## config.mk

```make
export PLATFORM = sky130hd
export DESIGN_NAME = efsb_bank
export DESIGN_NICKNAME = d
export VERILOG_FILES = /design/src/logic/efsb_pkg.sv /design/src/logic/efsb_flag_if.sv /design/src/logic/efsb_status_flags.sv /design/src/logic/efsb_pin2_route.sv /design/src/logic/efsb_bank.sv
export SDC_FILE = /design/constraint.sdc
export NUM_CORES = 1
export LEC_CHECK = 0
export ABC_AREA = 0
export BUFFER_PORTS_ARGS = -buffer_cell sky130_fd_sc_hd__buf_2
export CAP_MARGIN = 10
export CORE_MARGIN = 5
export CORE_UTILIZATION = 25
export DETAILED_ROUTE_END_ITERATION = 10
export HOLD_SLACK_MARGIN = 0.06
export SKIP_CTS_REPAIR_TIMING = 1
export SYNTH_ARGS = -nofsm -noshare
export SYNTH_HDL_FRONTEND = slang
export SYNTH_HIERARCHICAL = 1
export SYNTH_SLANG_ARGS = --single-unit
```

## constraint.sdc

```tcl
create_clock -name core_clk -period 3.95 [get_ports core_clk]
set_input_delay 0.9875 -clock core_clk [delete_from_list [all_inputs] [get_ports core_clk]]
set_output_delay 0.9875 -clock core_clk [all_outputs]
set_load 0.01 [all_outputs]
```

## src/logic/efsb_pkg.sv

```systemverilog
package efsb_pkg;

  localparam int REG_W = 8;
  localparam logic [REG_W-1:0] REG_RESET = 8'h00;

  // register offsets
  localparam logic [7:0] ADDR_PROG_ROUTE = 8'h0f;
  localparam logic [7:0] ADDR_LEARN_ROUTE = 8'h11;
  localparam logic [7:0] ADDR_MOTION_STATUS = 8'h12;
  localparam logic [7:0] ADDR_PROG_STATUS = 8'h13;
  localparam logic [7:0] ADDR_LEARN_STATUS = 8'h15;
  localparam logic [7:0] ADDR_PAGE_ACCESS = 8'h17;
  localparam logic [7:0] ADDR_BATCH_A = 8'h44;
  localparam logic [7:0] ADDR_BATCH_B = 8'h45;
  localparam logic [7:0] ADDR_PROG_ENABLE = 8'h46;

  // implemented bits of each register, reserved bits read zero
  localparam logic [REG_W-1:0] MASK_PROG_ROUTE = 8'hff;
  localparam logic [REG_W-1:0] MASK_LEARN_ROUTE = 8'h0f;
  localparam logic [REG_W-1:0] MASK_MOTION_STATUS = 8'hb8;
  localparam logic [REG_W-1:0] MASK_PROG_STATUS = 8'hff;
  localparam logic [REG_W-1:0] MASK_LEARN_STATUS = 8'h0f;
  localparam logic [REG_W-1:0] MASK_PAGE_ACCESS = 8'he0;
  localparam logic [REG_W-1:0] MASK_BATCH_A = 8'hf2;
  localparam logic [REG_W-1:0] MASK_BATCH_B = 8'h02;
  localparam logic [REG_W-1:0] MASK_PROG_ENABLE = 8'hff;

  // field positions
  localparam int BIT_LONG_COUNTER = 7;
  localparam int BIT_SIG_MOTION = 5;
  localparam int BIT_TILT = 4;
  localparam int BIT_STEP_DETECT = 3;
  localparam int BIT_LATCHED_SELECT = 7;
  localparam int BIT_PAGE_WRITE = 6;
  localparam int BIT_PAGE_READ = 5;
  localparam int BIT_LEARN_RESULT = 7;
  localparam int BIT_STEP_COUNT = 6;
  localparam int BIT_GYRO_BIAS = 5;
  localparam int BIT_GRAVITY = 4;
  localparam int BIT_QUATERNION = 1;
  localparam int BIT_LEARN_FEATURE = 1;

  localparam int PAGE_SEL_W = 4;

endpackage

```

## src/logic/efsb_flag_if.sv

```systemverilog
`timescale 1ns/1ps
interface efsb_flag_if;
  import efsb_pkg::*;
  logic [REG_W-1:0] event_in;
  logic [REG_W-1:0] keep_mask;
  logic latched;
  logic read_ack;
  logic [REG_W-1:0] flags;

  modport owner (
    output event_in,
    output keep_mask,
    output latched,
    output read_ack,
    input flags
  );
  modport keeper (
    input event_in,
    input keep_mask,
    input latched,
    input read_ack,
    output flags
  );
endinterface

```

## src/logic/efsb_status_flags.sv

```systemverilog
`timescale 1ns/1ps
module efsb_status_flags (
  input wire logic core_clk,
  input wire logic reset_n,
  efsb_flag_if.keeper port_if
);
  import efsb_pkg::*;

  logic [REG_W-1:0] next_flags;

  // latched: hold until read, read clears unkept bits, a new event wins over the clear
  always_comb begin
    if (port_if.latched) begin
      next_flags = port_if.flags | port_if.event_in;
      if (port_if.read_ack) begin
        next_flags = (port_if.flags & port_if.keep_mask) | port_if.event_in;
      end
    end else begin
      next_flags = port_if.event_in;
    end
  end

  always_ff @(posedge core_clk or negedge reset_n) begin
    if (!reset_n) begin
      port_if.flags <= REG_RESET;
    end else begin
      port_if.flags <= next_flags;
    end
  end

  a_read_clears_unkept: assert property (@(posedge core_clk) disable iff (!reset_n)
    (port_if.latched && port_if.read_ack && port_if.event_in == '0) |=>
      (port_if.flags & ~$past(port_if.keep_mask)) == '0 && (port_if.flags == ($past(port_if.flags) & $past(port_if.keep_mask))))
    else $error("latched read did not clear unkept flags");

  a_unlatched_follows: assert property (@(posedge core_clk) disable iff (!reset_n)
    !port_if.latched |=> port_if.flags == $past(port_if.event_in))
    else $error("unlatched flags do not follow events");

  a_event_sets_flag: assert property (@(posedge core_clk) disable iff (!reset_n)
    port_if.latched |=> (port_if.flags & $past(port_if.event_in)) == $past(port_if.event_in))
    else $error("event lost in latched mode");

endmodule

```

## src/logic/efsb_pin2_route.sv

```systemverilog
`timescale 1ns/1ps
module efsb_pin2_route (
  input wire logic core_clk,
  input wire logic reset_n,
  input wire logic [efsb_pkg::REG_W-1:0] prog_flags,
  input wire logic [efsb_pkg::REG_W-1:0] prog_route,
  input wire logic [efsb_pkg::REG_W-1:0] learn_flags,
  input wire logic [efsb_pkg::REG_W-1:0] learn_route,
  input wire logic route_enable,
  output logic pin2
);
  import efsb_pkg::*;

  logic next_pin2;

  always_comb begin
    next_pin2 = |(learn_flags & learn_route & MASK_LEARN_ROUTE);
    if (route_enable) begin
      next_pin2 = next_pin2 | (|(prog_flags & prog_route));
    end
  end

  always_ff @(posedge core_clk or negedge reset_n) begin
    if (!reset_n) begin
      pin2 <= 1'b0;
    end else begin
      pin2 <= next_pin2;
    end
  end

endmodule

```

## src/logic/efsb_bank.sv

```systemverilog
// What this block does
// - second interrupt pin is the OR of every routed event source.
// - program routing to pin 2 acts only while the embedded route enable is 1.
// - program routing register: bit n-1 routes program n to pin 2; resets 0.
// - learning routing register low four bits route outputs 1..4; reset 0.
// - motion status flags: long counter bit 7, motion 5, tilt 4, step 3.
// - program status bit n-1 reads 1 when program n raised its event while its program enable bit is 1.
// - learning status bits 3..0 for outputs 4..1, upper bits read zero.
// - page access bit 7 selects latched requests; resets 0.
// - page access bit 6 enables writes to selected page; resets 0.
// - page access bit 5 enables reads from selected page; resets 0.
// - targeted page is the four-bit page select field.
// - batching A bit 7 batches learning results; resets 0.
// - batching A bit 6 batches step counter values; resets 0.
// - batching A bits 5, 4, 1 batch gyro bias, gravity, quaternion.
// - batching B bit 1 batches learning filters and features; resets 0.
// - program enable bit n-1 enables program n; all cleared at reset.
// - latched read clears status bits whose keep mask bit is 0.
`timescale 1ns/1ps
module efsb_bank (
  input wire logic core_clk,
  input wire logic reset_n,
  input wire logic [7:0] reg_addr,
  input wire logic reg_wr,
  input wire logic [efsb_pkg::REG_W-1:0] reg_wdata,
  input wire logic reg_rd,
  output logic [efsb_pkg::REG_W-1:0] reg_rdata,
  input wire logic long_counter_event,
  input wire logic sig_motion_event,
  input wire logic tilt_event,
  input wire logic step_detect_event,
  input wire logic [efsb_pkg::REG_W-1:0] program_event,
  input wire logic [3:0] learning_event,
  input wire logic pin2_embedded_route_enable,
  input wire logic [efsb_pkg::REG_W-1:0] ack_keep_mask,
  input wire logic [efsb_pkg::PAGE_SEL_W-1:0] page_select,
  output logic second_interrupt_pin,
  output logic latched_request_select,
  output logic page_write_enable,
  output logic page_read_enable,
  output logic [efsb_pkg::PAGE_SEL_W-1:0] page_target,
  output logic learning_result_batch_en,
  output logic step_count_batch_en,
  output logic gyro_bias_batch_en,
  output logic gravity_batch_en,
  output logic quaternion_batch_en,
  output logic learning_feature_batch_en,
  output logic [efsb_pkg::REG_W-1:0] program_enable
);
  import efsb_pkg::*;

  logic [REG_W-1:0] program_event_route_pin2;
  logic [REG_W-1:0] learning_event_route_pin2;
  logic [REG_W-1:0] page_access_control;
  logic [REG_W-1:0] result_batching_enable_a;
  logic [REG_W-1:0] result_batching_enable_b;
  logic [REG_W-1:0] next_rdata;

  efsb_flag_if motion_if ();
  efsb_flag_if prog_if ();
  efsb_flag_if learn_if ();

  function automatic logic hit_write(input logic [7:0] addr, input logic wr, input logic [7:0] target);
    hit_write = wr && (addr == target);
  endfunction

  function automatic logic [REG_W-1:0] keep_defined(input logic [REG_W-1:0] data, input logic [REG_W-1:0] mask);
    keep_defined = data & mask;
  endfunction

  // routing registers
  always_ff @(posedge core_clk or negedge reset_n) begin
    if (!reset_n) begin
      program_event_route_pin2 <= REG_RESET;
      learning_event_route_pin2 <= REG_RESET;
    end else begin
      if (hit_write(reg_addr, reg_wr, ADDR_PROG_ROUTE)) begin
        program_event_route_pin2 <= keep_defined(reg_wdata, MASK_PROG_ROUTE);
      end
      if (hit_write(reg_addr, reg_wr, ADDR_LEARN_ROUTE)) begin
        learning_event_route_pin2 <= keep_defined(reg_wdata, MASK_LEARN_ROUTE);
      end
    end
  end

  // page access control
  always_ff @(posedge core_clk or negedge reset_n) begin
    if (!reset_n) begin
      page_access_control <= REG_RESET;
    end else if (hit_write(reg_addr, reg_wr, ADDR_PAGE_ACCESS)) begin
      page_access_control <= keep_defined(reg_wdata, MASK_PAGE_ACCESS);
    end
  end

  // batching and program enables
  always_ff @(posedge core_clk or negedge reset_n) begin
    if (!reset_n) begin
      result_batching_enable_a <= REG_RESET;
      result_batching_enable_b <= REG_RESET;
      program_enable <= REG_RESET;
    end else begin
      if (hit_write(reg_addr, reg_wr, ADDR_BATCH_A)) begin
        result_batching_enable_a <= keep_defined(reg_wdata, MASK_BATCH_A);
      end
      if (hit_write(reg_addr, reg_wr, ADDR_BATCH_B)) begin
        result_batching_enable_b <= keep_defined(reg_wdata, MASK_BATCH_B);
      end
      if (hit_write(reg_addr, reg_wr, ADDR_PROG_ENABLE)) begin
        program_enable <= keep_defined(reg_wdata, MASK_PROG_ENABLE);
      end
    end
  end

  // control outputs, one cycle after the backing register, page_target one cycle after page_select
  always_ff @(posedge core_clk or negedge reset_n) begin
    if (!reset_n) begin
      latched_request_select <= 1'b0;
      page_write_enable <= 1'b0;
      page_read_enable <= 1'b0;
      page_target <= '0;
      learning_result_batch_en <= 1'b0;
      step_count_batch_en <= 1'b0;
      gyro_bias_batch_en <= 1'b0;
      gravity_batch_en <= 1'b0;
      quaternion_batch_en <= 1'b0;
      learning_feature_batch_en <= 1'b0;
    end else begin
      latched_request_select <= page_access_control[BIT_LATCHED_SELECT];
      page_write_enable <= page_access_control[BIT_PAGE_WRITE];
      page_read_enable <= page_access_control[BIT_PAGE_READ];
      page_target <= page_select;
      learning_result_batch_en <= result_batching_enable_a[BIT_LEARN_RESULT];
      step_count_batch_en <= result_batching_enable_a[BIT_STEP_COUNT];
      gyro_bias_batch_en <= result_batching_enable_a[BIT_GYRO_BIAS];
      gravity_batch_en <= result_batching_enable_a[BIT_GRAVITY];
      quaternion_batch_en <= result_batching_enable_a[BIT_QUATERNION];
      learning_feature_batch_en <= result_batching_enable_b[BIT_LEARN_FEATURE];
    end
  end

  // status flag sources
  always_comb begin
    motion_if.event_in = '0;
    motion_if.event_in[BIT_LONG_COUNTER] = long_counter_event;
    motion_if.event_in[BIT_SIG_MOTION] = sig_motion_event;
    motion_if.event_in[BIT_TILT] = tilt_event;
    motion_if.event_in[BIT_STEP_DETECT] = step_detect_event;
  end

  assign prog_if.event_in = program_event & program_enable;
  assign learn_if.event_in = {4'h0, learning_event};

  assign motion_if.latched = page_access_control[BIT_LATCHED_SELECT];
  assign prog_if.latched = page_access_control[BIT_LATCHED_SELECT];
  assign learn_if.latched = page_access_control[BIT_LATCHED_SELECT];
  assign motion_if.keep_mask = ack_keep_mask;
  assign prog_if.keep_mask = ack_keep_mask;
  assign learn_if.keep_mask = ack_keep_mask;
  assign motion_if.read_ack = hit_write(reg_addr, reg_rd, ADDR_MOTION_STATUS);
  assign prog_if.read_ack = hit_write(reg_addr, reg_rd, ADDR_PROG_STATUS);
  assign learn_if.read_ack = hit_write(reg_addr, reg_rd, ADDR_LEARN_STATUS);

  efsb_status_flags u_motion_flags (
    .core_clk(core_clk),
    .reset_n(reset_n),
    .port_if(motion_if.keeper)
  );

  efsb_status_flags u_prog_flags (
    .core_clk(core_clk),
    .reset_n(reset_n),
    .port_if(prog_if.keeper)
  );

  efsb_status_flags u_learn_flags (
    .core_clk(core_clk),
    .reset_n(reset_n),
    .port_if(learn_if.keeper)
  );

  efsb_pin2_route u_pin2_route (
    .core_clk(core_clk),
    .reset_n(reset_n),
    .prog_flags(prog_if.flags),
    .prog_route(program_event_route_pin2),
    .learn_flags(learn_if.flags),
    .learn_route(learning_event_route_pin2),
    .route_enable(pin2_embedded_route_enable),
    .pin2(second_interrupt_pin)
  );

  // read mux, unmapped offsets read zero
  always_comb begin
    case (reg_addr)
      ADDR_PROG_ROUTE: next_rdata = program_event_route_pin2;
      ADDR_LEARN_ROUTE: next_rdata = learning_event_route_pin2;
      ADDR_MOTION_STATUS: next_rdata = motion_if.flags & MASK_MOTION_STATUS;
      ADDR_PROG_STATUS: next_rdata = prog_if.flags & MASK_PROG_STATUS;
      ADDR_LEARN_STATUS: next_rdata = learn_if.flags & MASK_LEARN_STATUS;
      ADDR_PAGE_ACCESS: next_rdata = page_access_control;
      ADDR_BATCH_A: next_rdata = result_batching_enable_a;
      ADDR_BATCH_B: next_rdata = result_batching_enable_b;
      ADDR_PROG_ENABLE: next_rdata = program_enable;
      default: next_rdata = REG_RESET;
    endcase
  end

  always_ff @(posedge core_clk or negedge reset_n) begin
    if (!reset_n) begin
      reg_rdata <= REG_RESET;
    end else if (reg_rd) begin
      reg_rdata <= next_rdata;
    end
  end

  a_pin2_routed_program: assert property (@(posedge core_clk) disable iff (!reset_n)
    (pin2_embedded_route_enable && |(prog_if.flags & program_event_route_pin2)) |=> second_interrupt_pin)
    else $error("routed program event missing on pin 2");

  a_pin2_gated_off: assert property (@(posedge core_clk) disable iff (!reset_n)
    (!pin2_embedded_route_enable && !(|(learn_if.flags & learning_event_route_pin2))) |=> !second_interrupt_pin)
    else $error("pin 2 high with routing disabled");

  a_learn_routed: assert property (@(posedge core_clk) disable iff (!reset_n)
    |(learn_if.flags & learning_event_route_pin2) |=> second_interrupt_pin)
    else $error("routed learning event missing on pin 2");

  a_prog_route_write: assert property (@(posedge core_clk) disable iff (!reset_n)
    (reg_wr && reg_addr == ADDR_PROG_ROUTE) |=> program_event_route_pin2 == $past(reg_wdata))
    else $error("program routing write lost");

  a_learn_route_upper: assert property (@(posedge core_clk) disable iff (!reset_n)
    (reg_wr && reg_addr == ADDR_LEARN_ROUTE) |=>
      learning_event_route_pin2 == ($past(reg_wdata) & 8'h0f))
    else $error("learning routing write wrong");

  a_motion_status_bits: assert property (@(posedge core_clk) disable iff (!reset_n)
    (reg_rd && reg_addr == ADDR_MOTION_STATUS) |=> (reg_rdata & 8'h47) == 8'h00)
    else $error("motion status reserved bit set");

  a_learn_status_upper: assert property (@(posedge core_clk) disable iff (!reset_n)
    (reg_rd && reg_addr == ADDR_LEARN_STATUS) |=> reg_rdata[7:4] == 4'h0)
    else $error("learning status upper bits nonzero");

  a_page_access_out: assert property (@(posedge core_clk) disable iff (!reset_n)
    (reg_wr && reg_addr == ADDR_PAGE_ACCESS) |=> ##1
      (latched_request_select == $past(reg_wdata[7], 2) && page_write_enable == $past(reg_wdata[6], 2)
       && page_read_enable == $past(reg_wdata[5], 2)))
    else $error("page access outputs wrong");

  a_page_target: assert property (@(posedge core_clk) disable iff (!reset_n)
    1'b1 |=> page_target == $past(page_select))
    else $error("page target not tracking select");

  a_batch_a_out: assert property (@(posedge core_clk) disable iff (!reset_n)
    (reg_wr && reg_addr == ADDR_BATCH_A) |=> ##1
      ({learning_result_batch_en, step_count_batch_en, gyro_bias_batch_en, gravity_batch_en,
        quaternion_batch_en} == {$past(reg_wdata[7:4], 2), $past(reg_wdata[1], 2)}))
    else $error("batching A outputs wrong");

  a_batch_b_out: assert property (@(posedge core_clk) disable iff (!reset_n)
    (reg_wr && reg_addr == ADDR_BATCH_B) |=> ##1 learning_feature_batch_en == $past(reg_wdata[1], 2))
    else $error("batching B output wrong");

  a_prog_enable_gate: assert property (@(posedge core_clk) disable iff (!reset_n)
    (!page_access_control[BIT_LATCHED_SELECT] && program_enable == 8'h00) |=> prog_if.flags == 8'h00)
    else $error("disabled program raised a flag");

  a_prog_enable_write: assert property (@(posedge core_clk) disable iff (!reset_n)
    (reg_wr && reg_addr == ADDR_PROG_ENABLE) |=> program_enable == $past(reg_wdata))
    else $error("program enable write lost");

  a_batch_b_write: assert property (@(posedge core_clk) disable iff (!reset_n)
    (reg_wr && reg_addr == ADDR_BATCH_B) |=> result_batching_enable_b == ($past(reg_wdata) & 8'h02))
    else $error("batching B write wrong");

  a_page_reserved_drop: assert property (@(posedge core_clk) disable iff (!reset_n)
    (reg_wr && reg_addr == ADDR_PAGE_ACCESS) |=> page_access_control[4:0] == 5'h00)
    else $error("page access reserved bit kept");

  a_batch_a_reserved: assert property (@(posedge core_clk) disable iff (!reset_n)
    (reg_wr && reg_addr == ADDR_BATCH_A) |=> (result_batching_enable_a & 8'h0d) == 8'h00)
    else $error("batching A reserved bit kept");

  a_prog_status_read: assert property (@(posedge core_clk) disable iff (!reset_n)
    (reg_rd && reg_addr == ADDR_PROG_STATUS) |=> reg_rdata == $past(prog_if.flags))
    else $error("program status read wrong");

  a_motion_status_read: assert property (@(posedge core_clk) disable iff (!reset_n)
    (reg_rd && reg_addr == ADDR_MOTION_STATUS) |=> reg_rdata == ($past(motion_if.flags) & 8'hb8))
    else $error("motion status read wrong");

  a_learn_status_read: assert property (@(posedge core_clk) disable iff (!reset_n)
    (reg_rd && reg_addr == ADDR_LEARN_STATUS) |=> reg_rdata == ($past(learn_if.flags) & 8'h0f))
    else $error("learning status read wrong");

  a_learn_flag_follows: assert property (@(posedge core_clk) disable iff (!reset_n)
    !page_access_control[BIT_LATCHED_SELECT] |=> learn_if.flags == {4'h0, $past(learning_event)})
    else $error("unlatched learning flags do not follow events");

  a_pin2_idle_low: assert property (@(posedge core_clk) disable iff (!reset_n)
    (!(|(prog_if.flags & program_event_route_pin2)) && !(|(learn_if.flags & learning_event_route_pin2)))
      |=> !second_interrupt_pin)
    else $error("pin 2 high with no routed event");

endmodule

```

Word-level counts from Yosys, hierarchy flattened
Cells that the tools add are included.

Register bits after elaboration: 75. Input bits: 49. Word-level logic and storage cells: 62.

Equal/unequal tests: 9. Multiplexer cells: 8. Bitwise operators: 13. Reduce and logical (&&, ||, !) cells: 11.

Operators by type and width (number): $pmux 8 s9 (1); $mux 8 (6); $and 8x8->8 (5); $eq 8x5->1 const B (5); $or 8x8->8 (4); $eq 8x7->1 const B (3); $or 8x4->8 (2); $logic_and 1x1->1 (9); $eq 8x4->1 const B (1); $reduce_or 8->1 (1); $and 4x4->4 (1); $reduce_or 4->1 (1); $mux 1 (1); $or 1x1->1 (1).

Depth between registers and ports, before layout
Depth in word-level cells: 4. Gate-level depth with buffers: 6. Depth with buffers taken out: 5.

Cells and area by module
The synthesis kept the hierarchy.

Modules (own cells, without submodules): efsb_bank (times used 1, cells an instance 192, area an instance 2344.7 µm²); efsb_status_flags (times used 3, cells an instance 25, area an instance 325.3 µm²); efsb_pin2_route (times used 1, cells an instance 10, area an instance 92.6 µm²).

Worst setup path after synthesis
Ideal clock, no wire load.

Kind: input to register. Start point: input port reg_addr[5]. End point: register u_learn_flags.port_if.flags[0]. Library setup time: 120 ps. Arrival: 2311 ps. Path slack: 1520 ps. Stages: 5. Buffers on the path: 0. Path through: nor3b_1 nand2_1 nor3_1 nand2b_1 a31o_1.

Longest elaborated chain between the ends: 4.

RTL lines: from (decl) (line efsb_bank.sv:23) `input wire logic [7:0] reg_addr,`; $eq 8x5->1 (line efsb_bank.sv:64) `hit_write = wr && (addr == target);`; $logic_and 1x1->1 (line efsb_bank.sv:64); via learn_if.read_ack (line efsb_flag_if.sv:7) `logic read_ack;`; $mux 8 (line efsb_status_flags.sv:15) `if (port_if.read_ack) begin`; $mux 8 (line efsb_status_flags.sv:13) `if (port_if.latched) begin`; via u_learn_flags.next_flags[0] (line efsb_status_flags.sv:9) `logic [REG_W-1:0] next_flags;`; to (signal assigned) (line efsb_status_flags.sv:27) `port_if.flags <= next_flags;`; to (decl) (line efsb_flag_if.sv:22) `output flags`.

The timed path passes the listed nets, and every way through them passes these cells. A chain may end at the register's enable or synchronous reset.

Worst setup path in the final report
Start point: input port reg_addr[2]. End point: register program_event_route_pin2[2].

Longest elaborated chain between the ends: 2.

RTL lines: $eq 8x4->1 (line efsb_bank.sv:64); $logic_and 1x1->1 (line efsb_bank.sv:64); to (signal assigned) (line efsb_bank.sv:78) `program_event_route_pin2 <= keep_defined(reg_wdata, MASK_PROG_ROUTE);`; to (decl) (line efsb_bank.sv:52) `logic [REG_W-1:0] program_event_route_pin2;`.

Every way passes these cells.

==> results.txt <==
Status: complete, no violations
Gr ovfl total: 0
Mapped Area: 0.00309 mm²
Detailed Routing Iterations Pass 1: 6
Startpoint Class: primary input
Initial DRC Count: 150
Fmax: 0.401 GHz
Worst-path clk slew: 0.05 ns
Final clock skew: 0.00548 ns
Ports: 79
Setup_tns: 0 ns
Min Tclk post-route: 2.49 ns
Final setup fails: 0
CP Class: primary input to flop
Critical path's top delay family: simple AND/OR/NAND/NOR gates
Drt drc: 0
Mapped Nets: 301
Avg Synthesized Cell Area: 12.3 µm²
H-tree depth: 3
Core Region: 0.0121 mm²
IO Port Bufs: 78
Hold slack: 0.396 ns
DIE HEIGHT: 121 µm
Gpl congestion: 0.825
Area growth syn-to-layout: 28.1%
Die ar.: 0.0147 mm²
MaxCap Viol Count: 0
Crit path DAT: 2.70 ns
CP bufs+invs: 1
Final WS setup: 1.46 ns
Peak supply drop: 0.167 mV
Cells after synthesis: 252
Worst-Margin Slew: 0.853 ns
Final Hold Fails: 0
Slowest cell on the critical path: nor4b_4
Clock buffer depth: 2
Post-DR wirelength/cell: 17.9 µm
Layout Utilization: 32.8%
GR Util All Layers: 12.8%
Global-route wire length before repair: 14.1 mm
Starting Density: 25.6%
Fillers: 1254
HPWL Detailed: 6.93 mm
Antenna fix cells: 0
Largest net degree at the start of global routing: 68
Post-route ant nets: 0
Die span in x: 121 µm
Avg Vias per Cell: 4.66
TritonCTS clock tree: yes
Total CTS buffers: 9
Syn. warnings: 6
Highest cell delay on the worst timing path: 0.49 ns
Clk sinks: 67
Critical path endpoint category: flop
Share of layout cells above drive strength 1: 41.8%
RSZ-0062 raised after global routing: false
Total Wirelength: 9.03 mm
CP Cell Sequence: buf_2, and3b_1, nor4b_4, nand2_2, mux2_2
Worst slack, placed: 1.08 ns
Antenna violations before repair: 0
Rel. slew slack: 43.2%
HP Class: flop to flop
Via count of the first global-routing pass: 2468
P_leak: 1.88 nW
Final Cycle Share: 63.1%
PD cells: 426 mW/mm²
Root Driver: clkbuf_16
Clk Latency, worst-skew pair: 0.33 ns
Req. time, crit path: 4.16 ns
Final slew viol count: 0
NumNets Final: 381
FP Rows: 40
Crit path max fanout: 16
DR vias: 2354
==> path summary, 6_finish.rpt <==
check / slack, ns / cells after the start / to / start
max: 1.46 / 5 / program_event_route_pin2[2] / reg_addr[2]
min: 0.40 / 0 / learning_result_batch_en / result_batching_enable_a[7]
max reg2reg: 2.31 / 4 / reg_rdata[7] / page_access_control[7]
min reg2reg: 0.40 / 0 / learning_result_batch_en / result_batching_enable_a[7]
max in group asynchronous: 2.54 / 2 / program_enable[0] / reset_n
min in group asynchronous: 0.86 / 2 / step_count_batch_en / reset_n
==> flip-flops by register name, summed over array words and instances (netlist names), 3 cells and up <==
name / count
u_motion_flags/port_if.flags: 4
u_prog_flags/port_if.flags: 8
program_enable: 8
page_target: 4
learning_event_route_pin2: 4
u_learn_flags/port_if.flags: 4
result_batching_enable_a: 5
program_event_route_pin2: 8
page_access_control: 3
reg_rdata: 8
==> routing by layer <==
metal  GRT usage (%)  vias up  share of wire (%)
li1                -     1100                  -
met1            17.1     1170                 45
met2            20.0       75                 48
met3            2.98        9                5.7
met4            5.25        0                1.6
met5               0        -                  0
==> area by class of cell <==
class	instances	area, µm²	area share [%]
sequential	67	1680	42.4
clock inverter	6	65.1	1.64
clock buffer	10	239	6.04
multi-input combinational	172	1360	34.3
tap	168	210	5.31
timing repair buffer	79	398	10.1
inverter	3	11.3	0.285
==> power by group <==
part           leakage (nW)  switching [mW]  internal [mW]
registers             0.888          0.0267          0.721
clock network         0.148           0.288          0.505
logic                 0.842          0.0812         0.0657
==> stage by stage <==
step | power, mW | instance area, µm² | std cells
final | 1.69 | 3960 | 505
after global routing | 1.76 | 3960 | 505
after CTS | 1.71 | 3960 | 505
after detailed placement | 0.909 | 3650 | 489
after global placement | 0.905 | 3650 | 489
after floorplan | 0.822 | 3090 | 252
==> cells in the final DEF, fill, tap and decap left out, types with 2 or more instances in the layout <==
cell type  instances
a21oi_1            7
mux2i_1            4
nor2_1            13
nand3_1            3
a31oi_1            5
nor3_1             4
mux2_2            35
a32o_1             2
or4b_4             2
inv_1              3
a22o_1             4
or2_2              2
dfrtp_1           67
clkinv_2           2
nand2_1            9
and3_1             2
a22oi_1            8
nor4_1             3
nand4_1            4
buf_2             78
or3_1              2
clkbuf_16          9
nor2b_1            2
and2_1             8
clkinv_4           2
nand2b_1          18
a31o_1            16
Note: power is estimated with default switching activity, not from simulation.
